[src/rtl/flash_ctrl_regs.svh]
// offsets, field positions, reset values and timing counts of the
// flash self-programming controller; included by the key, timer and control design files.
// Function
// - core stalled while operation runs
// - operations timed from internal RC oscillator
// - row write lasts 11064 RC cycles
// - start flag bit 15 launches, self-clears
// - control selects erase blocks, memory, start
// - key register write-only, protection only
// - error flag bit 13 on bad attempts
// - error flag zero after normal completion
// - erase-select bit 6, enable bit 14
// - 0010 erase page, 0001 program row
`ifndef FLASH_CTRL_REGS_SVH
`define FLASH_CTRL_REGS_SVH

`define CTRL_OFFSET        8'h00
`define KEY_OFFSET         8'h04
`define TUNE_OFFSET        8'h08
`define IRQ_STATUS_OFFSET  8'h0C
`define IRQ_CLEAR_OFFSET   8'h10
`define IRQ_ENABLE_OFFSET  8'h14

`define CTRL_START_BIT     15
`define CTRL_ENABLE_BIT    14
`define CTRL_ERROR_BIT     13
`define CTRL_ERASE_BIT     6
`define CTRL_OP_LSB        0
`define CTRL_RESET         16'h0000
`define TUNE_RESET         6'h00
`define IRQ_RESET          2'h0
`define IRQ_DONE_BIT       0
`define IRQ_ERROR_BIT      1

`define OP_PAGE_ERASE      4'h2
`define OP_ROW_PROGRAM     4'h1
`define KEY_FIRST          8'h55
`define KEY_SECOND         8'hAA

// rc oscillator: 7.37 MHz against 40 MHz pclk, 16-bit phase step
`define RC_FREQ_KHZ        7370
`define PCLK_FREQ_KHZ      40000
`define RC_BASE_INC        ((`RC_FREQ_KHZ * 65536 + `PCLK_FREQ_KHZ / 2) / \
                            `PCLK_FREQ_KHZ)
// each tune step moves the rate by 0.375 percent
`define TUNE_STEP_MUL      3
`define TUNE_STEP_DIV      800
// 11064 rc cycles for both operations
`define ROW_WRITE_RC_CYCLES  16'h2B38
`define PAGE_ERASE_RC_CYCLES 16'h2B38

`endif

[src/rtl/flash_ctrl_pkg.sv]
// types shared by the flash self-programming controller modules.
// assumes flash_ctrl_regs.svh supplies the numeric constants.
package flash_ctrl_pkg;

	typedef enum logic [1:0] {
		KEY_IDLE,
		KEY_GOT_FIRST,
		KEY_OPEN
	} key_state_t;

	typedef enum logic {
		CTL_IDLE,
		CTL_RUN
	} ctl_state_t;

	typedef struct packed {
		key_state_t state;
	} key_regs_t;

	typedef struct packed {
		logic [15:0] phase;
		logic [15:0] count;
		logic        busy;
		logic        done;
	} tmr_regs_t;

	typedef struct packed {
		ctl_state_t  state;
		logic        enable;
		logic        error;
		logic        erase;
		logic [3:0]  op;
		logic [5:0]  tune;
		logic [1:0]  irq_status;
		logic [1:0]  irq_enable;
		logic        start_pulse;
		logic [31:0] rdata;
	} ctl_regs_t;

endpackage

[src/rtl/flash_seq_if.sv]
// carries key-unlock and operation-timer signals inside the controller.
// assumes all endpoints run on pclk.
`timescale 1ns/1ps
interface flash_seq_if;
	logic        any_wr;
	logic        key_wr;
	logic [7:0]  key_data;
	logic        unlocked;
	logic        tmr_start;
	logic        tmr_abort;
	logic [15:0] tmr_limit;
	logic [5:0]  tmr_tune;
	logic        tmr_done;

	modport ctl (
		output any_wr, key_wr, key_data, tmr_start, tmr_abort,
		output tmr_limit, tmr_tune,
		input  unlocked, tmr_done
	);
	modport key (
		input  any_wr, key_wr, key_data,
		output unlocked
	);
	modport tmr (
		input  tmr_start, tmr_abort, tmr_limit, tmr_tune,
		output tmr_done
	);
endinterface

[src/rtl/flash_unlock_key.sv]
// two-write unlock detector for the write-only key register.
// assumes one any_wr pulse per accepted bus write, key_wr alongside.
`timescale 1ns/1ps
`include "flash_ctrl_regs.svh"
module flash_unlock_key (
	input  wire logic pclk,
	input  wire logic presetn,
	flash_seq_if.key  seq
);
	flash_ctrl_pkg::key_regs_t r_reg;
	flash_ctrl_pkg::key_regs_t r_next;

	always_comb begin
		r_next = r_reg;
		if (seq.any_wr) begin
			// any other write or wrong value cancels the unlock
			r_next.state = flash_ctrl_pkg::KEY_IDLE;
			if (seq.key_wr && seq.key_data == `KEY_FIRST) begin
				r_next.state = flash_ctrl_pkg::KEY_GOT_FIRST;
			end
			if (seq.key_wr && seq.key_data == `KEY_SECOND &&
			    r_reg.state == flash_ctrl_pkg::KEY_GOT_FIRST) begin
				r_next.state = flash_ctrl_pkg::KEY_OPEN;
			end
		end
	end

	always_ff @(posedge pclk or negedge presetn) begin
		if (!presetn) begin
			r_reg.state <= flash_ctrl_pkg::KEY_IDLE;
		end else begin
			r_reg <= r_next;
		end
	end

	// open only for the single write that follows the second key
	assign seq.unlocked = (r_reg.state == flash_ctrl_pkg::KEY_OPEN);
endmodule

[src/rtl/flash_op_timer.sv]
// self-timed operation counter clocked by a model of the internal
// rc oscillator: a tuned phase accumulator gives one tick per rc cycle.
// assumes start and abort are one-cycle pulses.
`timescale 1ns/1ps
`include "flash_ctrl_regs.svh"
module flash_op_timer (
	input  wire logic pclk,
	input  wire logic presetn,
	flash_seq_if.tmr  seq
);
	flash_ctrl_pkg::tmr_regs_t r_reg;
	flash_ctrl_pkg::tmr_regs_t r_next;

	// phase step for the tuned oscillator rate
	function automatic logic [15:0] rc_increment(input logic [5:0] oscillator_tune_field);
		int v;
		v = `RC_BASE_INC +
		    (`RC_BASE_INC * int'($signed(oscillator_tune_field)) * `TUNE_STEP_MUL) /
		    `TUNE_STEP_DIV;
		return v[15:0];
	endfunction

	logic [16:0] sum;

	always_comb begin
		r_next = r_reg;
		r_next.done = 1'b0;
		sum = {1'b0, r_reg.phase} + {1'b0, rc_increment(seq.tmr_tune)};
		if (r_reg.busy) begin
			r_next.phase = sum[15:0];
			if (sum[16]) begin
				r_next.count = r_reg.count + 16'h0001;
				if (r_next.count == seq.tmr_limit) begin
					r_next.busy = 1'b0;
					r_next.done = 1'b1;
				end
			end
		end
		if (seq.tmr_abort) begin
			r_next.busy = 1'b0;
			r_next.done = 1'b0;
		end
		if (seq.tmr_start) begin
			r_next.phase = 16'h0000;
			r_next.count = 16'h0000;
			r_next.busy  = 1'b1;
			r_next.done  = 1'b0;
		end
	end

	always_ff @(posedge pclk or negedge presetn) begin
		if (!presetn) begin
			r_reg <= '0;
		end else begin
			r_reg <= r_next;
		end
	end

	assign seq.tmr_done = r_reg.done;
endmodule

[src/rtl/flash_self_program_control.sv]
// flash self-programming controller: apb register file, unlock-checked
// start of page erase or row program, core stall and completion events.
// assumes an apb master on pclk and a flash array that follows the
// array_* outputs; op_abort is synchronous to pclk.
`timescale 1ns/1ps
`include "flash_ctrl_regs.svh"
module flash_self_program_control #(
	parameter logic [15:0] ROW_WRITE_CYCLES  = `ROW_WRITE_RC_CYCLES,
	parameter logic [15:0] PAGE_ERASE_CYCLES = `PAGE_ERASE_RC_CYCLES
) (
	input  wire logic        pclk,
	input  wire logic        presetn,
	input  wire logic        psel,
	input  wire logic        penable,
	input  wire logic        pwrite,
	input  wire logic [7:0]  paddr,
	input  wire logic [31:0] pwdata,
	output logic [31:0]      prdata,
	output logic             pready,
	output logic             pslverr,
	input  wire logic        op_abort,
	output logic             cpu_stall,
	output logic             array_op_active,
	output logic             array_start,
	output logic             array_erase,
	output logic [3:0]       array_op_select,
	output logic             irq
);
	flash_ctrl_pkg::ctl_regs_t r_reg;
	flash_ctrl_pkg::ctl_regs_t r_next;

	flash_seq_if seq ();

	flash_unlock_key u_key (
		.pclk    (pclk),
		.presetn (presetn),
		.seq     (seq.key)
	);

	flash_op_timer u_timer (
		.pclk    (pclk),
		.presetn (presetn),
		.seq     (seq.tmr)
	);

	// address decode shared by write accept and error answer
	function automatic logic addr_hit(input logic [7:0] a);
		case (a)
			`CTRL_OFFSET,
			`KEY_OFFSET,
			`TUNE_OFFSET,
			`IRQ_STATUS_OFFSET,
			`IRQ_CLEAR_OFFSET,
			`IRQ_ENABLE_OFFSET: addr_hit = 1'b1;
			default:            addr_hit = 1'b0;
		endcase
	endfunction

	// only the two documented codes are legal in this variant
	function automatic logic op_legal(input logic erase,
	                                  input logic [3:0] op);
		op_legal = erase ? (op == `OP_PAGE_ERASE)
		                 : (op == `OP_ROW_PROGRAM);
	endfunction

	logic        busy;
	logic        wr_acc;
	logic        rd_setup;
	logic        ctrl_wr;
	logic        start_try;
	logic        start_ok;
	logic        ev_done;
	logic        ev_error;
	logic [1:0]  events;
	logic [15:0] ctrl_view;

	assign busy     = (r_reg.state == flash_ctrl_pkg::CTL_RUN);
	assign wr_acc   = psel && penable && pwrite && addr_hit(paddr);
	assign rd_setup = psel && !penable && !pwrite;
	assign ctrl_wr  = wr_acc && (paddr == `CTRL_OFFSET);

	// every set attempt of the start flag while idle is judged
	assign start_try = ctrl_wr && !busy && pwdata[`CTRL_START_BIT];
	assign start_ok  = start_try && seq.unlocked &&
	                   pwdata[`CTRL_ENABLE_BIT] &&
	                   op_legal(pwdata[`CTRL_ERASE_BIT],
	                            pwdata[`CTRL_OP_LSB +: 4]);

	assign ev_done  = busy && seq.tmr_done && !op_abort;
	assign ev_error = (start_try && !start_ok) || (busy && op_abort);
	assign events   = {ev_error, ev_done};

	// unimplemented control bits read as zero
	always_comb begin
		ctrl_view = `CTRL_RESET;
		ctrl_view[`CTRL_START_BIT]     = busy;
		ctrl_view[`CTRL_ENABLE_BIT]    = r_reg.enable;
		ctrl_view[`CTRL_ERROR_BIT]     = r_reg.error;
		ctrl_view[`CTRL_ERASE_BIT]     = r_reg.erase;
		ctrl_view[`CTRL_OP_LSB +: 4]   = r_reg.op;
	end

	// interface drive toward key checker and timer
	assign seq.any_wr    = wr_acc;
	assign seq.key_wr    = wr_acc && (paddr == `KEY_OFFSET);
	assign seq.key_data  = pwdata[7:0];
	assign seq.tmr_start = start_ok;
	assign seq.tmr_abort = busy && op_abort;
	// limit follows the frozen erase bit of the running operation,
	// not the bus, which may change while the core is stalled
	assign seq.tmr_limit = r_reg.erase ? PAGE_ERASE_CYCLES
	                                   : ROW_WRITE_CYCLES;
	assign seq.tmr_tune  = r_reg.tune;

	always_comb begin
		r_next = r_reg;
		r_next.start_pulse = 1'b0;

		case (r_reg.state)
			flash_ctrl_pkg::CTL_IDLE: begin
				if (ctrl_wr) begin
					// fields are frozen while an operation runs
					r_next.enable = pwdata[`CTRL_ENABLE_BIT];
					r_next.erase  = pwdata[`CTRL_ERASE_BIT];
					r_next.op     = pwdata[`CTRL_OP_LSB +: 4];
					// software may clear the error flag, never set it
					r_next.error  = r_reg.error &&
					                pwdata[`CTRL_ERROR_BIT];
				end
				if (start_ok) begin
					r_next.state       = flash_ctrl_pkg::CTL_RUN;
					r_next.error       = 1'b0;
					r_next.start_pulse = 1'b1;
				end else if (start_try) begin
					r_next.error = 1'b1;
				end
			end
			flash_ctrl_pkg::CTL_RUN: begin
				if (op_abort) begin
					// premature termination
					r_next.state = flash_ctrl_pkg::CTL_IDLE;
					r_next.error = 1'b1;
				end else if (seq.tmr_done) begin
					// start flag clears itself on completion
					r_next.state = flash_ctrl_pkg::CTL_IDLE;
				end
			end
			default: begin
				r_next.state = flash_ctrl_pkg::CTL_IDLE;
			end
		endcase

		if (wr_acc && !busy && paddr == `TUNE_OFFSET) begin
			r_next.tune = pwdata[5:0];
		end
		if (wr_acc && paddr == `IRQ_ENABLE_OFFSET) begin
			r_next.irq_enable = pwdata[1:0];
		end
		// a new event wins over a clear in the same cycle
		r_next.irq_status = r_reg.irq_status;
		if (wr_acc && paddr == `IRQ_CLEAR_OFFSET) begin
			r_next.irq_status = r_reg.irq_status & ~pwdata[1:0];
		end
		r_next.irq_status = r_next.irq_status | events;

		// read data captured in the setup phase
		if (rd_setup) begin
			case (paddr)
				`CTRL_OFFSET:       r_next.rdata = {16'h0000, ctrl_view};
				`TUNE_OFFSET:       r_next.rdata = {26'h000_0000, r_reg.tune};
				`IRQ_STATUS_OFFSET: r_next.rdata = {30'h0000_0000,
				                                    r_reg.irq_status};
				`IRQ_ENABLE_OFFSET: r_next.rdata = {30'h0000_0000,
				                                    r_reg.irq_enable};
				// key and clear registers are write-only
				default:            r_next.rdata = 32'h0000_0000;
			endcase
		end
	end

	always_ff @(posedge pclk or negedge presetn) begin
		if (!presetn) begin
			r_reg.state       <= flash_ctrl_pkg::CTL_IDLE;
			r_reg.enable      <= 1'b0;
			r_reg.error       <= 1'b0;
			r_reg.erase       <= 1'b0;
			r_reg.op          <= 4'h0;
			r_reg.tune        <= `TUNE_RESET;
			r_reg.irq_status  <= `IRQ_RESET;
			r_reg.irq_enable  <= `IRQ_RESET;
			r_reg.start_pulse <= 1'b0;
			r_reg.rdata       <= 32'h0000_0000;
		end else begin
			r_reg <= r_next;
		end
	end

	assign prdata  = r_reg.rdata;
	assign pready  = 1'b1;
	assign pslverr = psel && penable && !addr_hit(paddr);

	// core held off for the whole self-timed operation
	assign cpu_stall       = busy;
	assign array_op_active = busy;
	assign array_start     = r_reg.start_pulse;
	assign array_erase     = r_reg.erase;
	assign array_op_select = r_reg.op;
	assign irq = |(r_reg.irq_status & r_reg.irq_enable);
endmodule

[config.mk]
export PLATFORM = sky130hd
export DESIGN_NAME = flash_self_program_control
export DESIGN_NICKNAME = d
export VERILOG_FILES = /design/src/rtl/flash_ctrl_pkg.sv /design/src/rtl/flash_seq_if.sv /design/src/rtl/flash_unlock_key.sv /design/src/rtl/flash_op_timer.sv /design/src/rtl/flash_self_program_control.sv
export VERILOG_INCLUDE_DIRS = /design/src /design/src/rtl
export SDC_FILE = /design/constraint.sdc
export NUM_CORES = 1
export LEC_CHECK = 0
export BUFFER_PORTS_ARGS = -buffer_cell sky130_fd_sc_hd__buf_2
export CAP_MARGIN = 20
export CORE_MARGIN = 8
export CORE_UTILIZATION = 57
export CTS_CLUSTER_DIAMETER = 150
export DETAILED_ROUTE_END_ITERATION = 16
export PLACE_DENSITY = 0.78
export RECOVER_POWER = 25
export SYNTH_ARGS = -nofsm -noshare
export SYNTH_HDL_FRONTEND = slang
export SYNTH_SLANG_ARGS = --single-unit
[constraint.sdc]
create_clock -name pclk -period 42.9 [get_ports pclk]
set_clock_uncertainty 0.2 [all_clocks]
set_input_delay 6.435 -clock pclk [delete_from_list [all_inputs] [get_ports pclk]]
set_output_delay 6.435 -clock pclk [all_outputs]
set_load 0.02 [all_outputs]
== Word level (Yosys, flattened, before mapping) ==
Index checks and enable logic that the tools add are counted.
Cells by class
  mux-type cells: 21
  add/sub/neg operators: 3
  div/mod/pow operators: 1
  reduce and logical (&&, ||, !) cells: 40
  bitwise logic cells: 5
  eq/ne operators: 14
  multipliers: 2
Operators with widths (number)
  $mux 34: 2
  $pmux 16 s4: 1
  $div 32x11->32 const B: 1
  $mul 32x3->32 const B: 1
  $logic_and 1x1->1: 25
  $mul 15x6->21 const A: 1
  $mux 18: 1
  $add 16x16->17: 1
  $add 15x16->16 const A: 1
  $add 16x1->16 const B: 1
  $eq 16x14->1 const B: 1
  $eq 8x4->1 const B: 2
  $eq 8x5->1 const B: 2
  $mux 1: 10
  $eq 8x3->1 const B: 1
  $eq 8x7->1 const B: 1
  $eq 8x8->1 const B: 1
  $logic_not 8->1: 1
  $mux 2: 4
  $logic_not 1->1: 6
  $mux 6: 1
  $reduce_and 2->1: 3
  $reduce_or 6->1: 1
  $and 2x2->2: 2
  other kinds (13): 15
Word-level totals
  register bits: 87
  output and inout port bits: 43
  logic and storage cells: 101
  bits of input ports: 46

== Logic depth before layout (Yosys ltp) ==
  word-level depth: 14
  gate-level depth with buffers: 91
  gate-level depth less buffers: 83

== Hierarchy ==
Synthesis repeated with hierarchy kept, for this count alone.
Second synthesis, totals
  cell total of the unflattened synthesis: 1450
  area total of the unflattened synthesis: 11818.8 sq um
Modules (own cells, without submodules)
  flash_op_timer: cells each 1256, instances 1, seq. area each 850.8 sq um, area each 9949.5 sq um
  flash_self_program_control: cells each 180, instances 1, seq. area each 725.7 sq um, area each 1731.7 sq um
  flash_unlock_key: cells each 14, instances 1, seq. area each 50.0 sq um, area each 137.6 sq um

== Least setup slack after synthesis ==
No wires, ideal clock.
  path kind: reg-to-reg
  start point: register r_reg (netlist bit seq.tmr_tune[3])
  end point: register u_timer.r_reg[6] (netlist name)
  period minus slack after synthesis: 18.012 ns
  path buffers: 5
  arrival: 17.681 ns
  setup slack: 24.888 ns
  setup time: 0.132 ns
  required time: 42.568 ns
  cell stages (with the launch flop): 85
  cell sequence: dfrtp_1 > inv_1 > ha_1 > ha_1 > fa_1 > fa_1 > ha_1 > a21o_1 > a21oi_1 > o21bai_1 > a21oi_1 > o21bai_1 > a21oi_1 > o21bai_1 > a21oi_1 > o21bai_1 > a21oi_1 > o21ai_0 > (+49 left out) > nand2b_1 > a21oi_1 > o21bai_1 > a21oi_1 > o21bai_1 > a21oi_1 > o21bai_1 > a21oi_1 > o21bai_1 > a21oi_1 > o21bai_1 > a21o_1 > a21o_1 > and2_0 > clkbuf_1 > nand3_1 > xor2_1 > nor2_1
Between the ends
  cells in the longest elaborated chain, start to end: 7
RTL lines
  from (decl): line flash_self_program_control.sv:29  | flash_ctrl_pkg::ctl_regs_t r_reg;
  from (signal assigned): line flash_self_program_control.sv:194  | r_reg <= r_next;
  $mul 15x6->21 (no source line)
  $mul 32x3->32 (no source line)
  $div 32x11->32 (no source line)
  $add 15x16->16 (no source line)
  $add 16x16->17: line flash_op_timer.sv:28  | sum = {1'b0, r_reg.phase} + {1'b0, rc_increment(seq.tmr_tune)};
  $reduce_bool 2->1 (no source line)
  $reduce_and 2->1 (no source line)
  to (signal assigned): line flash_op_timer.sv:55  | r_reg <= r_next;
  to (decl): line flash_op_timer.sv:11  | flash_ctrl_pkg::tmr_regs_t r_reg;
Every way passes these cells.
A chain may end at the register's enable or synchronous reset.

== Final worst setup path ==
  start point: register r_reg (netlist bit seq.tmr_tune[3])
  end point: register u_timer.r_reg[17] (netlist name)
The elaborated chain is that of the path after synthesis.

==> qor.yml <==
max_stage_delay_ns: 0.77
syn_inst: 1410
post_synth_instance_area_um2: 11400
path_clk_slew_ns: 0.06
multiInputGateArea_um2: 9130
drive_above_1_share_pct: 11.2
final_nets: 1594
num_rows: 51
vias: 10600
dp_hpwl_mm: 21.6
worstSetupStartpointType: "flop"
grt_max_degree: 66
path_common_cell: "a21oi_1"
cts_setup_buffers: 0
critPathTopFamily: "compound AO/OA/AOI/OAI gates"
finalCritPeriodShare_pct: 51.1
core-area_um2: 19500
synth_top_area_share_pct: 14.3
ys.flop_type: "dfrtp_1"
die-area_um2: 24700
antennaDiodeCount: 0
ctsHoldBuffers: 0
crit_slowest_cell: "mux2i_1"
die_x_um: 157
required_ns: 42.90
cts_max_level: 3
die-height_um: 157
finalInstanceArea_um2: 11900
cts_max_path_buffers: 2
max_freq_ghz: 0.0456
crit_buf_inv: 2
hold_class: "flop to flop"
drc_errors: 0
cts_sinks: 65
outcome: "finished with violations"
synth_edf_count: 0
cts_tree: "done"
synth_area_per_cell_um2: 8.07
wl_per_cell_um: 16.4
max_slew_margin_pct: -127
final_cell_count_no_fill: 1686
ys_ff_latch: 65
syn2layout_area_growth_pct: 4.62
arrival_ns: 21.93
num_io_pins: 89
synthArstFlopShare_pct: 100
grt_pass1_vias: 10100
tns_ns: 0
synth_top_area_cell: "dfrtp_1"
largest_reg_flops: 33
cts_made_buffers: 9
drt-total-wl_mm: 27.6
synth.distinct_cells: 126
crit_path_end_kind: "flop"
critPathMaxFanout: 15
port_buffers: 44
initial_utilization_pct: 58.3
rsz0062_at_grt: "no"
drv_slew: 66
initialDrtViolationCount: 740
synth.area.top_cells: "dfrtp_1 (14%), ha_1 (13%), xnor2_1 (5.5%), nand2_1 (4.9%), nor2_1 (4.1%)"
grt_pass1_wl_mm: 47.4
drtPass1Iterations: 5
antenna_found_initial: 0
cts-root-buf: "clkbuf_16"
worst-slew-pin-transition_ns: 3.40
postPlaceCellArea_um2: 11600
register_area_um2: 1630
finalCriticalPeriod_ns: 21.92
grt_usage_pct: 22.5
num-fill-cells: 1745
crit_type: "flop to flop"
setup-violations-final: 0
ant_nets: 0
ys_warn_count: 0
seq_area_frac_synth_pct: 14.3
violations: "max-capacitance violations, max-slew violations"
clkLatencyLatePin_ns: 0.33
grt_overflow: 0
hold_violations: 0
ctsResizeCount: 0
placed_cells: 1669
drv_cap: 1
viasPerCell: 6.29
gp_congestion: 0.901
[cell usage after synthesis (6+ instances only)]
cell type and instances:
a211o_1 7, a211oi_1 9, a21o_1 18, a21oi_1 73, a21oi_2 6, a31oi_1 13
a32oi_1 8, and2_1 10, and3_1 17, buf_2 7, buf_4 42, clkbuf_1 23
dfrtp_1 65, fa_1 17, ha_1 115, inv_1 57, mux2_2 9, mux2i_1 31
nand2_1 148, nand2b_1 12, nand3_1 43, nand4_1 24, nor2_1 125, nor2b_1 12
nor3_1 33, nor3b_1 6, nor4_1 11, o211a_1 6, o211ai_1 23, o21a_1 14
o21ai_0 53, o21ai_1 12, o21bai_1 22, o221ai_1 7, o31a_1 8, o31ai_1 10
or3_1 7, or4_1 6, xnor2_1 71, xor2_1 45
[layer usage]
metal / share of wire, % / wire length (um) / up-vias / GRT usage, %
met3: 4.6 / 1260 / 45 / 2.39
met4: 1.5 / 428 / 0 / 5.58
li1: - / - / 5215 / -
met5: 0 / 0 / - / 0
met2: 48 / 13300 / 340 / 38.0
met1: 46 / 12600 / 5010 / 30.0
[cells in the final DEF, fill, tap and decap left out, types with 8 or more instances in the layout]
cell type and n:
and3_1 17, clkbuf_16 9, xnor2_1 71, nand3_1 43
and2_1 10, nand2b_1 12, nand4_1 24, o21ai_1 12
nor2_1 124, xor2_1 45, a21oi_1 73, buf_2 45
a31oi_1 13, mux2_2 9, ha_1 115, nand2_1 148
o21bai_1 22, nor4_1 11, conb_1 23, a21o_1 18
dfrtp_1 65, o21ai_0 53, nor3_1 33, o31a_1 8
fa_1 17, mux2i_1 31, o211ai_1 23, o21a_1 14
nor2b_1 12, o31ai_1 10, inv_1 57, a32oi_1 8
a211oi_1 9
[worst min-delay path, delay by kind of cell, from the launching register on]
| family | cells | cell delay, ns |
|---|---|---|
| AND/OR/NAND/NOR | 2 | 0.10 |
| flip-flops | 1 | 0.34 |
[worst paths after layout]
kind                                              from  depth (start not counted)                            end  slack (ns)
max                        seq.tmr_tune[3]$_DFFE_PN0P_                         79  u_timer.r_reg[17]$_DFFE_PN0P_       20.98
min                             prdata[13]$_DFFE_PN0P_                          2         prdata[13]$_DFFE_PN0P_        0.27
max reg2reg                seq.tmr_tune[3]$_DFFE_PN0P_                         79  u_timer.r_reg[17]$_DFFE_PN0P_       20.98
min reg2reg                     prdata[13]$_DFFE_PN0P_                          2         prdata[13]$_DFFE_PN0P_        0.27
max in group asynchronous                      presetn                          2  u_timer.r_reg[16]$_DFFE_PN0P_       33.42
min in group asynchronous                      presetn                          2  u_timer.r_reg[19]$_DFFE_PN0P_        7.15
[through the flow]
| step | util, % | worst slack [ns] | hold WS [ns] |
|---|---|---|---|
| 2_1_floorplan | - | 24.89 | 0.233 |
| 3_3_place_gp | 59.3 | 21.58 | 0.248 |
| 3_5_place_dp | 59.3 | 21.42 | 0.255 |
| 4_1_cts | 61.0 | 21.23 | 0.269 |
| 5_1_grt | 61.0 | 19.07 | 0.299 |
| 6_report | 61.0 | 20.98 | 0.269 |
[cell families after synthesis]
kind of cell | after synthesis | synth area share, %
and+or+nand+nor | 499 | 21.8
adders and majority gates | 133 | 15.8
buffers and inverters | 135 | 6.19
DFF | 65 | 14.3
other | 2 | 0.0660
xor gates and xnor gates | 123 | 10.0
muxes | 44 | 4.13
AOI/OAI and AO/OA | 409 | 27.7
[final cells by class]
cell class | count | share of cell area [%]
clock inverter | 5 | 0.725
clock buffer | 11 | 2.04
tap | 265 | 2.78
sequential | 65 | 13.7
multi-input combinational | 1231 | 76.7
inverter | 57 | 1.80
timing repair buffer | 52 | 2.30
Power is not shown: default switching activity piles up to over one toggle a cycle in this logic, so the estimate is an artifact.
